## config.mk

```make
export PLATFORM = sky130hd
export DESIGN_NAME = config_fuse_decode
export DESIGN_NICKNAME = d
export VERILOG_FILES = /design/src/config_fuse_pkg.sv /design/src/config_decode_if.sv /design/src/config_fuse_decode.sv /design/src/config_field_decode.sv
export SDC_FILE = /design/constraint.sdc
export NUM_CORES = 1
export LEC_CHECK = 0
export ABC_AREA = 1
export BUFFER_PORTS_ARGS = -buffer_cell sky130_fd_sc_hd__buf_4
export CAP_MARGIN = 20
export CORE_AREA = 3 3 105 107
export DETAILED_ROUTE_END_ITERATION = 8
export DIE_AREA = 0 0 108 110
export GPL_TIMING_DRIVEN = 1
export PLACE_DENSITY = 0.81
export SLEW_MARGIN = 20
export SYNTH_ARGS = -nofsm -noshare
export SYNTH_HDL_FRONTEND = slang
export SYNTH_HIERARCHICAL = 1
export SYNTH_SLANG_ARGS = --single-unit
```

## constraint.sdc

```tcl
create_clock -name clk_i -period 3 [get_ports clk_i]
set_input_delay 0.6 -clock clk_i [delete_from_list [all_inputs] [get_ports clk_i]]
set_output_delay 0.6 -clock clk_i [all_outputs]
set_load 0.05 [all_outputs]
```

## src/config_fuse_pkg.sv

```systemverilog
// Purpose: Constants for the configuration byte bank and its decode
// Assumes: Byte registers sit in the low lane of a 32-bit Wishbone word
// Notes:   Register indices are word indices; byte address is index * 4
package config_fuse_pkg;

    // Register indices (word address = index)
    localparam logic [23:0] IDX_WATCHDOG   = 24'h300003;
    localparam logic [23:0] IDX_EXT_BUS    = 24'h300004;
    localparam logic [23:0] IDX_PIN_SELECT = 24'h300005;
    localparam logic [23:0] IDX_CORE_OPT   = 24'h300006;
    localparam logic [23:0] IDX_BLOCK_PROT = 24'h300008;
    localparam logic [23:0] IDX_APPLY_CTRL = 24'h300010;

    // Slot numbers inside the byte bank
    localparam int SLOT_WATCHDOG   = 0;
    localparam int SLOT_EXT_BUS    = 1;
    localparam int SLOT_PIN_SELECT = 2;
    localparam int SLOT_CORE_OPT   = 3;
    localparam int SLOT_BLOCK_PROT = 4;
    localparam int NUM_SLOTS       = 5;

    // Implemented-bit masks
    localparam logic [7:0] MASK_WATCHDOG   = 8'h1F;
    localparam logic [7:0] MASK_EXT_BUS    = 8'hF3;
    localparam logic [7:0] MASK_PIN_SELECT = 8'h87;
    localparam logic [7:0] MASK_CORE_OPT   = 8'hF5;
    localparam logic [7:0] MASK_BLOCK_PROT = 8'hFF;

    // Unprogrammed values
    localparam logic [7:0] RST_WATCHDOG   = 8'h1F;
    localparam logic [7:0] RST_EXT_BUS    = 8'hF3;
    localparam logic [7:0] RST_PIN_SELECT = 8'h83;
    localparam logic [7:0] RST_CORE_OPT   = 8'h85;
    localparam logic [7:0] RST_BLOCK_PROT = 8'hFF;

    // Field positions
    localparam int POS_WDOG_FORCE  = 0;
    localparam int POS_WDOG_PS     = 1;
    localparam int POS_MEM_MODE    = 0;
    localparam int POS_ADDR_WIDTH  = 4;
    localparam int POS_DATA_WIDTH  = 6;
    localparam int POS_WAIT_OFF    = 7;
    localparam int POS_COMPARE2    = 0;
    localparam int POS_PWM_AUX     = 1;
    localparam int POS_LP_TIMER    = 2;
    localparam int POS_RESET_PIN   = 7;
    localparam int POS_STACK_RST   = 0;
    localparam int POS_SINGLE_PROG = 2;
    localparam int POS_BOOT_SIZE   = 4;
    localparam int POS_EXT_INSTR   = 6;
    localparam int POS_DEBUG_OFF   = 7;
    localparam int POS_APPLY       = 0;

    // Address bus widths in bits
    localparam logic [4:0] ADDR_BITS_8  = 5'h08;
    localparam logic [4:0] ADDR_BITS_12 = 5'h0C;
    localparam logic [4:0] ADDR_BITS_16 = 5'h10;
    localparam logic [4:0] ADDR_BITS_20 = 5'h14;

    // Boot block end (first word after), program byte addresses
    localparam logic [20:0] BOOT_END_1K  = 21'h000800;
    localparam logic [20:0] BOOT_END_2K  = 21'h001000;
    localparam logic [20:0] BOOT_END_4K  = 21'h002000;
    localparam logic [20:0] PROG_TOP     = 21'h020000;
    localparam int          BLOCK_SHIFT  = 14;

    typedef enum logic [1:0] {
        MODE_EXT_MCU,
        MODE_MPU_BOOT,
        MODE_MPU,
        MODE_MCU
    } mem_mode_e;

    typedef enum logic [1:0] {
        CMP2_PORT_C,
        CMP2_PORT_B,
        CMP2_PORT_E
    } cmp2_pin_e;

    typedef logic [NUM_SLOTS-1:0][7:0] cfg_bank_t;

endpackage

```

## src/config_decode_if.sv

```systemverilog
`timescale 1ns/100ps
// Purpose: Carries the applied byte bank to the decoder and results back
// Assumes: Single clock domain, purely combinational decode
// Notes:   None
interface config_decode_if;
    config_fuse_pkg::cfg_bank_t  cfg;
    logic                        wdog_soft_on;
    logic [1:0]                  wait_field;
    logic                        reset_pin_n;
    logic                        stack_fault;
    logic [20:0]                 code_addr;

    logic [15:0]                 wdog_ratio;
    logic                        wdog_run;
    logic [1:0]                  wait_states;
    logic                        ext_data_16;
    logic [4:0]                  ext_addr_bits;
    config_fuse_pkg::mem_mode_e  memory_mode;
    logic                        master_reset;
    logic                        port_pin_in;
    logic                        port_pin_in_en;
    logic                        lowpower_timer_osc;
    logic                        pwm_aux_on_port_e;
    config_fuse_pkg::cmp2_pin_e  compare2_pin;
    logic                        debugger_en;
    logic                        ext_instr_enable;
    logic [12:0]                 boot_words;
    logic [20:0]                 block0_start;
    logic                        single_supply_prog_en;
    logic                        stack_reset;
    logic [7:0]                  block_protected;
    logic                        code_protected;

    modport bank (
        output cfg, wdog_soft_on, wait_field, reset_pin_n, stack_fault,
               code_addr,
        input  wdog_ratio, wdog_run, wait_states, ext_data_16,
               ext_addr_bits, memory_mode, master_reset, port_pin_in,
               port_pin_in_en, lowpower_timer_osc, pwm_aux_on_port_e,
               compare2_pin, debugger_en, ext_instr_enable, boot_words,
               block0_start, single_supply_prog_en, stack_reset,
               block_protected, code_protected
    );
    modport decode (
        input  cfg, wdog_soft_on, wait_field, reset_pin_n, stack_fault,
               code_addr,
        output wdog_ratio, wdog_run, wait_states, ext_data_16,
               ext_addr_bits, memory_mode, master_reset, port_pin_in,
               port_pin_in_en, lowpower_timer_osc, pwm_aux_on_port_e,
               compare2_pin, debugger_en, ext_instr_enable, boot_words,
               block0_start, single_supply_prog_en, stack_reset,
               block_protected, code_protected
    );
endinterface

```

## src/config_fuse_decode.sv

```systemverilog
`timescale 1ns/100ps
// Purpose: Configuration byte bank on Wishbone with field decode
// Assumes: Classic Wishbone, 32-bit data, byte in lane 0
// Notes:   Written bytes take effect only on an apply write; reset reloads the unprogrammed bank
//
// Contract
// Watchdog postscale ratio is one to two to the power code.
// Watchdog force bit runs it; otherwise software enable decides.
// Wait disable bit gives zero wait states, else separate field.
// Data width bit selects 16-bit or 8-bit external bus.
// Address width field selects 20, 16, 12 or 8 bits.
// Memory mode field selects one of four processor modes.
// Reset pin bit picks active-low master reset or plain input.
// Timer oscillator bit picks low-power or higher-power drive.
// Aux PWM outputs go to port E when set, port H otherwise.
// Compare2 to port C when set, else port B or E by mode.
// Debugger enabled when its bit is zero, pins then dedicated.
// Extension bit enables extended instructions and indexed addressing.
// Boot size field: 4K, 4K, 2K or 1K words.
// Single-supply bit enables low-voltage programming entry.
// Stack fault resets device only when enable bit set.
// Eight protect bits guard 16 Kbyte blocks; zero means protected.
// Block zero starts after boot block and ends at 3FFFh.
// Unimplemented bits read back as zero.
// Programmer keeps protect bits of absent blocks at one.
// Bytes apply at reset; decoded outputs stay stable afterwards. Code applies bytes on an apply write; reset reloads the unprogrammed bank.
module config_fuse_decode (
    // Clock and reset
    input  wire logic                       clk_i,
    input  wire logic                       rst_i,
    input  wire logic                       ce_i,
    // Wishbone slave
    input  wire logic                       cyc_i,
    input  wire logic                       stb_i,
    input  wire logic                       we_i,
    input  wire logic [25:0]                adr_i,
    input  wire logic [3:0]                 sel_i,
    input  wire logic [31:0]                dat_i,
    output logic      [31:0]                dat_o,
    output logic                            ack_o,
    // Device inputs
    input  wire logic                       wdog_soft_on_i,
    input  wire logic [1:0]                 wait_field_i,
    input  wire logic                       reset_pin_n_i,
    input  wire logic                       stack_fault_i,
    input  wire logic [20:0]                code_addr_i,
    // Decoded controls
    output logic      [15:0]                wdog_ratio_o,
    output logic                            wdog_run_o,
    output logic      [1:0]                 wait_states_o,
    output logic                            ext_data_16_o,
    output logic      [4:0]                 ext_addr_bits_o,
    output config_fuse_pkg::mem_mode_e      memory_mode_o,
    output logic                            master_reset_o,
    output logic                            port_pin_in_o,
    output logic                            port_pin_in_en_o,
    output logic                            lowpower_timer_osc_o,
    output logic                            pwm_aux_on_port_e_o,
    output config_fuse_pkg::cmp2_pin_e      compare2_pin_o,
    output logic                            debugger_en_o,
    output logic                            ext_instr_enable_o,
    output logic      [12:0]                boot_words_o,
    output logic      [20:0]                block0_start_o,
    output logic                            single_supply_prog_en_o,
    output logic                            stack_reset_o,
    output logic      [7:0]                 block_protected_o,
    output logic                            code_protected_o
);

    typedef struct packed {
        config_fuse_pkg::cfg_bank_t cells;
        config_fuse_pkg::cfg_bank_t applied;
        logic                       ack;
        logic [7:0]                 rdata;
    } state_s;

    state_s                     st;
    state_s                     next_st;
    config_fuse_pkg::cfg_bank_t rst_bank;
    config_fuse_pkg::cfg_bank_t mask_bank;
    logic [23:0]                idx;
    logic                       hit;
    logic                       hit_apply;
    logic [2:0]                 slot;
    logic                       pending;

    config_decode_if dec ();

    assign rst_bank = {config_fuse_pkg::RST_BLOCK_PROT,
                       config_fuse_pkg::RST_CORE_OPT,
                       config_fuse_pkg::RST_PIN_SELECT,
                       config_fuse_pkg::RST_EXT_BUS,
                       config_fuse_pkg::RST_WATCHDOG};
    assign mask_bank = {config_fuse_pkg::MASK_BLOCK_PROT,
                        config_fuse_pkg::MASK_CORE_OPT,
                        config_fuse_pkg::MASK_PIN_SELECT,
                        config_fuse_pkg::MASK_EXT_BUS,
                        config_fuse_pkg::MASK_WATCHDOG};
    assign idx = adr_i[25:2];
    assign pending = (st.cells != st.applied);

    // Address decode
    always_comb begin
        hit = 1'b1;
        hit_apply = 1'b0;
        slot = 3'h0;
        unique case (idx)
            config_fuse_pkg::IDX_WATCHDOG:   slot = 3'h0;
            config_fuse_pkg::IDX_EXT_BUS:    slot = 3'h1;
            config_fuse_pkg::IDX_PIN_SELECT: slot = 3'h2;
            config_fuse_pkg::IDX_CORE_OPT:   slot = 3'h3;
            config_fuse_pkg::IDX_BLOCK_PROT: slot = 3'h4;
            config_fuse_pkg::IDX_APPLY_CTRL: begin
                hit = 1'b0;
                hit_apply = 1'b1;
            end
            default: hit = 1'b0;
        endcase
    end

    always_comb begin
        next_st = st;
        // Ack drops the cycle after it is given
        next_st.ack = cyc_i && stb_i && !st.ack;
        if (cyc_i && stb_i && !st.ack) begin
            next_st.rdata = 8'h00;
            if (hit) begin
                // Unimplemented positions never store or read a one
                next_st.rdata = st.cells[slot] & mask_bank[slot];
                if (we_i && sel_i[0]) begin
                    next_st.cells[slot] = dat_i[7:0] & mask_bank[slot];
                end
            end else if (hit_apply) begin
                next_st.rdata = {7'h00, pending};
                if (we_i && sel_i[0] && dat_i[config_fuse_pkg::POS_APPLY]) begin
                    // Applied bytes change only here or at reset, never mid-write
                    next_st.applied = st.cells;
                end
            end
        end
    end

    always_ff @(posedge clk_i) begin
        if (rst_i) begin
            // Reset reloads the unprogrammed bank into both copies
            st.cells <= rst_bank;
            st.applied <= rst_bank;
            st.ack <= 1'b0;
            st.rdata <= 8'h00;
        end else if (ce_i) begin
            st <= next_st;
        end
    end

    assign dat_o = {24'h000000, st.rdata};
    assign ack_o = st.ack;

    // Decoder sees only the applied copy, so outputs decoded from the bytes alone hold steady
    assign dec.cfg = st.applied;
    assign dec.wdog_soft_on = wdog_soft_on_i;
    assign dec.wait_field = wait_field_i;
    assign dec.reset_pin_n = reset_pin_n_i;
    assign dec.stack_fault = stack_fault_i;
    assign dec.code_addr = code_addr_i;

    config_field_decode u_decode (
        .dec (dec.decode)
    );

    assign wdog_ratio_o = dec.wdog_ratio;
    assign wdog_run_o = dec.wdog_run;
    assign wait_states_o = dec.wait_states;
    assign ext_data_16_o = dec.ext_data_16;
    assign ext_addr_bits_o = dec.ext_addr_bits;
    assign memory_mode_o = dec.memory_mode;
    assign master_reset_o = dec.master_reset;
    assign port_pin_in_o = dec.port_pin_in;
    assign port_pin_in_en_o = dec.port_pin_in_en;
    assign lowpower_timer_osc_o = dec.lowpower_timer_osc;
    assign pwm_aux_on_port_e_o = dec.pwm_aux_on_port_e;
    assign compare2_pin_o = dec.compare2_pin;
    assign debugger_en_o = dec.debugger_en;
    assign ext_instr_enable_o = dec.ext_instr_enable;
    assign boot_words_o = dec.boot_words;
    assign block0_start_o = dec.block0_start;
    assign single_supply_prog_en_o = dec.single_supply_prog_en;
    assign stack_reset_o = dec.stack_reset;
    assign block_protected_o = dec.block_protected;
    assign code_protected_o = dec.code_protected;

endmodule // config_fuse_decode

```

## src/config_field_decode.sv

```systemverilog
`timescale 1ns/100ps
// Purpose: Turns the applied configuration bytes into device controls
// Assumes: Bank is held stable by the owner between applies
// Notes:   Combinational only
module config_field_decode (
    config_decode_if.decode dec
);
    logic [7:0]  wd;
    logic [7:0]  eb;
    logic [7:0]  ps;
    logic [7:0]  co;
    logic [1:0]  boot_sel;
    logic [2:0]  blk_idx;

    assign wd = dec.cfg[config_fuse_pkg::SLOT_WATCHDOG];
    assign eb = dec.cfg[config_fuse_pkg::SLOT_EXT_BUS];
    assign ps = dec.cfg[config_fuse_pkg::SLOT_PIN_SELECT];
    assign co = dec.cfg[config_fuse_pkg::SLOT_CORE_OPT];
    assign boot_sel = co[config_fuse_pkg::POS_BOOT_SIZE +: 2];
    assign blk_idx = dec.code_addr[config_fuse_pkg::BLOCK_SHIFT +: 3];

    always_comb begin
        // Ratio 1:2^code
        dec.wdog_ratio = 16'h0001 << wd[config_fuse_pkg::POS_WDOG_PS +: 4];
        dec.wdog_run = wd[config_fuse_pkg::POS_WDOG_FORCE]
                       | dec.wdog_soft_on;
        dec.wait_states = eb[config_fuse_pkg::POS_WAIT_OFF]
                          ? 2'h0 : dec.wait_field;
        dec.ext_data_16 = eb[config_fuse_pkg::POS_DATA_WIDTH];
        unique case (eb[config_fuse_pkg::POS_ADDR_WIDTH +: 2])
            2'h3: dec.ext_addr_bits = config_fuse_pkg::ADDR_BITS_20;
            2'h2: dec.ext_addr_bits = config_fuse_pkg::ADDR_BITS_16;
            2'h1: dec.ext_addr_bits = config_fuse_pkg::ADDR_BITS_12;
            2'h0: dec.ext_addr_bits = config_fuse_pkg::ADDR_BITS_8;
        endcase
        dec.memory_mode = config_fuse_pkg::mem_mode_e'(
            eb[config_fuse_pkg::POS_MEM_MODE +: 2]);
        // Pin is active low reset or plain input, never both
        dec.port_pin_in_en = !ps[config_fuse_pkg::POS_RESET_PIN];
        dec.master_reset = ps[config_fuse_pkg::POS_RESET_PIN]
                           & !dec.reset_pin_n;
        dec.port_pin_in = dec.port_pin_in_en & dec.reset_pin_n;
        dec.lowpower_timer_osc = ps[config_fuse_pkg::POS_LP_TIMER];
        dec.pwm_aux_on_port_e = ps[config_fuse_pkg::POS_PWM_AUX];
        if (ps[config_fuse_pkg::POS_COMPARE2]) begin
            dec.compare2_pin = config_fuse_pkg::CMP2_PORT_C;
        end else if (dec.memory_mode == config_fuse_pkg::MODE_MCU) begin
            dec.compare2_pin = config_fuse_pkg::CMP2_PORT_E;
        end else begin
            dec.compare2_pin = config_fuse_pkg::CMP2_PORT_B;
        end
        dec.debugger_en = !co[config_fuse_pkg::POS_DEBUG_OFF];
        dec.ext_instr_enable = co[config_fuse_pkg::POS_EXT_INSTR];
        unique case (boot_sel)
            2'h3, 2'h2: begin
                dec.boot_words = 13'h1000;
                dec.block0_start = config_fuse_pkg::BOOT_END_4K;
            end
            2'h1: begin
                dec.boot_words = 13'h0800;
                dec.block0_start = config_fuse_pkg::BOOT_END_2K;
            end
            2'h0: begin
                dec.boot_words = 13'h0400;
                dec.block0_start = config_fuse_pkg::BOOT_END_1K;
            end
        endcase
        dec.single_supply_prog_en =
            co[config_fuse_pkg::POS_SINGLE_PROG];
        dec.stack_reset = co[config_fuse_pkg::POS_STACK_RST]
                          & dec.stack_fault;
        // Zero bit means protected
        dec.block_protected =
            ~dec.cfg[config_fuse_pkg::SLOT_BLOCK_PROT];
        // Boot block itself is guarded elsewhere, so not flagged here
        if (dec.code_addr >= config_fuse_pkg::PROG_TOP
            || dec.code_addr < dec.block0_start) begin
            dec.code_protected = 1'b0;
        end else begin
            dec.code_protected = dec.block_protected[blk_idx];
        end
    end
endmodule // config_field_decode

```

Word level (Yosys, flattened, before mapping)

Memories as Yosys holds them, arrays and structs flattened.
Index checks and enable logic that the tools add are counted.

Multiplexer cells: 20
Eq/ne operators: 14
Reductions and logical operators: 17
$lt $le $gt $ge: 5
Shifts and indexed selects: 1
Bitwise logic cells: 8

Operators with widths:

| cell                 | count |
|---|---|
| $eq 24x22->1 const B | 6 |
| $pmux 21 s3          | 1 |
| $bwmux 40            | 1 |
| $ne 40x40->1         | 1 |
| $pmux 13 s3          | 1 |
| $mux 8               | 4 |
| $bmux 8 s3           | 1 |
| $demux 8 s3          | 1 |
| $ge 21x18->1 const B | 1 |
| $lt 21x21->1         | 1 |
| $pmux 5 s4           | 1 |
| $and 8x8->8          | 2 |
| $shl 1x4->16 const A | 1 |
| $pmux 3 s4           | 1 |
| $eq 2x2->1 const B   | 5 |
| $lt 3x4->1 const B   | 2 |
| $not 8->8            | 1 |
| $mux 2               | 3 |
| $logic_and 1x1->1    | 5 |
| $mux 1               | 5 |
| $reduce_and 5->1     | 1 |
| $reduce_or 5->1      | 1 |
| $eq 2x1->1 const B   | 2 |
| $logic_not 1->1      | 4 |
| other kinds (10)     | 13 |

Memories kept: 1
Input port bits: 94
Output and inout bits: 114
Logic and storage cells: 78
Memory bits (read-only): 64
Register bits: 89

Memories:

| memory           | depth | width | read ports | clocked after memory_dff | wr ports | line                      | source |
|---|---|---|---|---|---|---|---|
| (name not given) | 8     | 8     | 1          | 0                        | 0        | config_fuse_decode.sv:131 | `next_st.cells[slot] = dat_i[7:0] & mask_bank[slot];` |

Logic depth before layout (Yosys ltp)

Depth after elaboration: 7
Mapped depth: 14

Modules after synthesis

Netlist, hierarchy kept.

By module, submodules not included:

| module              | area an instance (um^2) | cells each | times used |
|---|---|---|---|
| config_fuse_decode  | 4757.1                  | 662        | 1 |
| config_field_decode | 696.9                   | 132        | 1 |

Worst setup path after synthesis

No wires, ideal clock.

Path type: register to output
Start point: reg st, in the netlist dec.cfg[4]
End point: out wdog_ratio_o[11]
Stages on the path, launching flop included: 4
Data required time: 2.400 ns
Path buffers: 1
Path slack: 0.347 ns
Arrival time: 2.053 ns
Path through: dfxtp_1 > buf_2 > inv_2 > nor4_1

Cells in the longest elaborated chain, start to end: 1

RTL lines:

| what                     | line                      | source |
|---|---|---|
| start: declaration       | config_fuse_decode.sv:77  | `state_s st;` |
| start signal: assignment | config_fuse_decode.sv:151 | `st <= next_st;` |
| $shl 1x4->16             | config_field_decode.sv:24 | `dec.wdog_ratio = 16'h0001 << wd[config_fuse_pkg::POS_WDOG_PS +: 4];` |
| end: declaration         | config_fuse_decode.sv:48  | `output logic [15:0] wdog_ratio_o,` |

Every way passes these cells.

Final worst setup path

Start point: reg st, in the netlist dec.cfg[29]
End point: out code_protected_o

Cells in the longest elaborated chain, start to end: 6
Elaborated cells between the ends (all ways): 9
Those cells by class: order compare: 1; eq/ne: 3; mux: 2; reduce/logical: 3

RTL lines:

| what               | line                      | source |
|---|---|---|
| $eq 2x2->1         | config_field_decode.sv:54 | `unique case (boot_sel)` |
| $reduce_or 2->1    | config_field_decode.sv:54 |  |
| $pmux 21 s3 *      | config_field_decode.sv:54 |  |
| $lt 21x21->1 *     | config_field_decode.sv:77 | `\|\| dec.code_addr < dec.block0_start) begin` |
| $logic_or 1x1->1 * | config_field_decode.sv:77 |  |
| $mux 1 *           | config_field_decode.sv:76 | `if (dec.code_addr >= config_fuse_pkg::PROG_TOP` |
| end: declaration   | config_fuse_decode.sv:67  | `output logic code_protected_o` |

Every way passes the cells marked *; elsewhere a longest branch is shown, timed or not. The select of a mux whose other input is x is not followed.

==> metrics.txt <==
number of post-CTS setup repair buffers=0; worst slew slack as a fraction of its limit=0.583; synthesis warning total=6; final-report max-slew violation count=0; clk slew on worst S/H paths=0.10 ns; setup violation total in the final timing report=0; remaining global-route overflow=0; post-route minimum period=2.40 ns; WL final=14400 µm; largest net degree at the start of global routing=57; core area=10200 µm²; Tot GR Track Use=0.240; worst voltage drop across the vdd grid=192 µV; reported net switching power=706 µW; Final Instance Area=6270 µm²; proportion of power drawn by combinational gates=0.129; setup slack at placement=0.443 ns; Clk Latency, worst-skew pair=0.37 ns; WP data required=2.40 ns; number of cells upsized or downsized after cts=0; path type of the worst setup path=reg -> out; Setup crit start kind=flop; Flop pwr share=0.503; number of clock buffers inserted by TritonCTS=9; arrival time reported for the critical path endpoint=1.80 ns; clock tree root driver cell=clkbuf_8; Worst Max-Slew Pin Slew=0.626 ns; Die ar.=11900 µm²; mean instance size in the synthesized netlist=6.87 µm²; Cell variety after synth=39; DRC viols=0; first-pass GRT wire length=22600 µm; number of clock sinks=89; setup repair after global routing missed its margin=no; area share of the largest cell type after synthesis=0.327; # rows=37; Area growth, synth to finish=14.9%; detailed placement HPWL=10800 µm; status=complete, no violations; count of inserted antenna diode cells=0; Post-synth ARST share=0; average wire per cell in the routed design=14.1 µm; Max Freq=0.416 GHz; fraction of final layout cells sized beyond drive strength 1=0.214; area of all sequential standard cells=1780 µm²; sort of element at the end of the critical path=primary output; DRT antenna net count=0; die span in x=108 µm; number of I/O pins=208; number of violations reported at the end of detailed-routing iteration 0=297; TritonCTS clock tree=built; sequential-to-total area share from yosys stat=0.327; largest clock skew in the final design=0.00819 ns; hold buffers post-CTS=0; combined area of all synthesized cells=5450 µm²; most common flop cell mapped by yosys=dfxtp_1; antenna violations before repair=0; final hold violation count=0; number of vias after detailed routing=5213; effective utilization at floorplan=0.533; multi-input gate area in the final layout=2820 µm²; leakage power total=0.00359 µW; hold crit path type=reg -> reg; internal power=1650 µW; main area contributors after synthesis=dfxtp_1, nand2_1, buf_4, nor2_1, inv_1; most frequently used cell type in the post-synthesis netlist=nand2_1; largest buffer count on any clock path=2; leading area contributor after synthesis=dfxtp_1; leading cell types by count after synthesis=nand2_1, dfxtp_1, nor2_1; count of flip-flops with a built-in enable after synthesis=0; via count of the first global-routing pass=4623; area post-placement=6070 µm²; H-tree depth=3; count of maximum capacitance violations=0; global placer's final weighted congestion=0.958; power density of the placed cells=375 nW/µm²; final-stage net count=975; highest fanout seen on the critical path=6; instance count of the mapped netlist=794; number of I/O port buffers=113; worst setup slack after layout=0.595 ns; Chip Height=110 µm; cell count after placement=1004; minimum setup slack among reg-to-reg paths=0.97 ns; number of synthesized register bits=89; Vias/cell=5.11; final standard cell count with taps included and fillers excluded=1020; share of the cycle needed by the critical path after routing=0.802; layout filler cell count=968; clock power share=0.368; Post-Route Setup TNS=0 ns; number of detailed-route iterations in the first pass=5; switching share of power=0.300
-- layout by cell type (no fill, tap or decap), types with 14 or more instances in the layout --
| cell type | n |
|---|---|
| a21oi_1 | 20 |
| conb_1 | 54 |
| nand3_1 | 57 |
| inv_2 | 14 |
| nand4_1 | 23 |
| o211ai_1 | 23 |
| xnor2_1 | 27 |
| inv_1 | 80 |
| nor3_1 | 15 |
| nor2_1 | 86 |
| dfxtp_1 | 89 |
| o21ai_0 | 16 |
| buf_4 | 125 |
| nand2_1 | 177 |
-- power by group through the flow --
stage	clock network, µW	logic, µW	registers, µW
floorplan	0	275	1210
CTS	869	301	1180
global route	918	324	1180
global placement	0	298	1210
finish	866	303	1180
detailed placement	0	301	1210
-- per-stage QoR --
stage | hold slack [ns] | power, µW | utilization
floorplan | 0.439 | 1490 | -
global placement | 0.453 | 1510 | 0.593
detailed placement | 0.460 | 1510 | 0.593
CTS | 0.473 | 2350 | 0.613
global route | 0.488 | 2430 | 0.613
finish | 0.472 | 2350 | 0.613
-- cells by family (layout without fill, tap and decap cells) --
family	after synthesis	in the layout	share of synthesized area
DFF	89	89	0.327
AOI/OAI and AO/OA	89	89	0.116
and+or+nand+nor	384	384	0.311
xor gates and xnor gates	29	29	0.0466
adders and majority gates	2	2	0.00459
buffers and inverters	198	236	0.192
muxes	1	1	0.00184
other	2	54	0.00138
-- registers in the layout, summed over array words and instances, names as in the netlist --
name,count
ack_o,1
dat_o,8
dec.cfg,40
st,40
-- critical path, stage by stage, from the launching register on --
cell and delay, ns:
dfxtp_1 0.41, inv_1 0.12, nand2_1 0.07, ha_1 0.29
nand2_1 0.05, nand2_1 0.05, nand2_1 0.04, nand2_1 0.05
nand2_1 0.04, nor2_1 0.10, buf_4 0.21
-- area by class of cell --
class	count	share of cell area
Sequential cell	89	0.284
Tap cell	136	0.0272
Multi-Input combinational cell	559	0.450
Inverter	95	0.0569
Timing Repair Buffer	125	0.150
Clock buffer	10	0.0204
Clock inverter	6	0.0118
-- layer usage --
layer  global-route usage  share of wire  vias up
met4               0.0703          0.018        0
met5                    0              0        -
li1                     -              -     2606
met3               0.0478          0.088       22
met1                0.308           0.42     2346
met2                0.412           0.47      239
-- final timing paths --
kind,startpoint,end,cells after the start
min reg2reg,dat_o[6],dat_o[6],2
max,dec.cfg[29],code_protected_o,10
max reg2reg,ack_o,st[63],9
min,dat_o[6],dat_o[6],2
(Power assumes the default switching activity.)
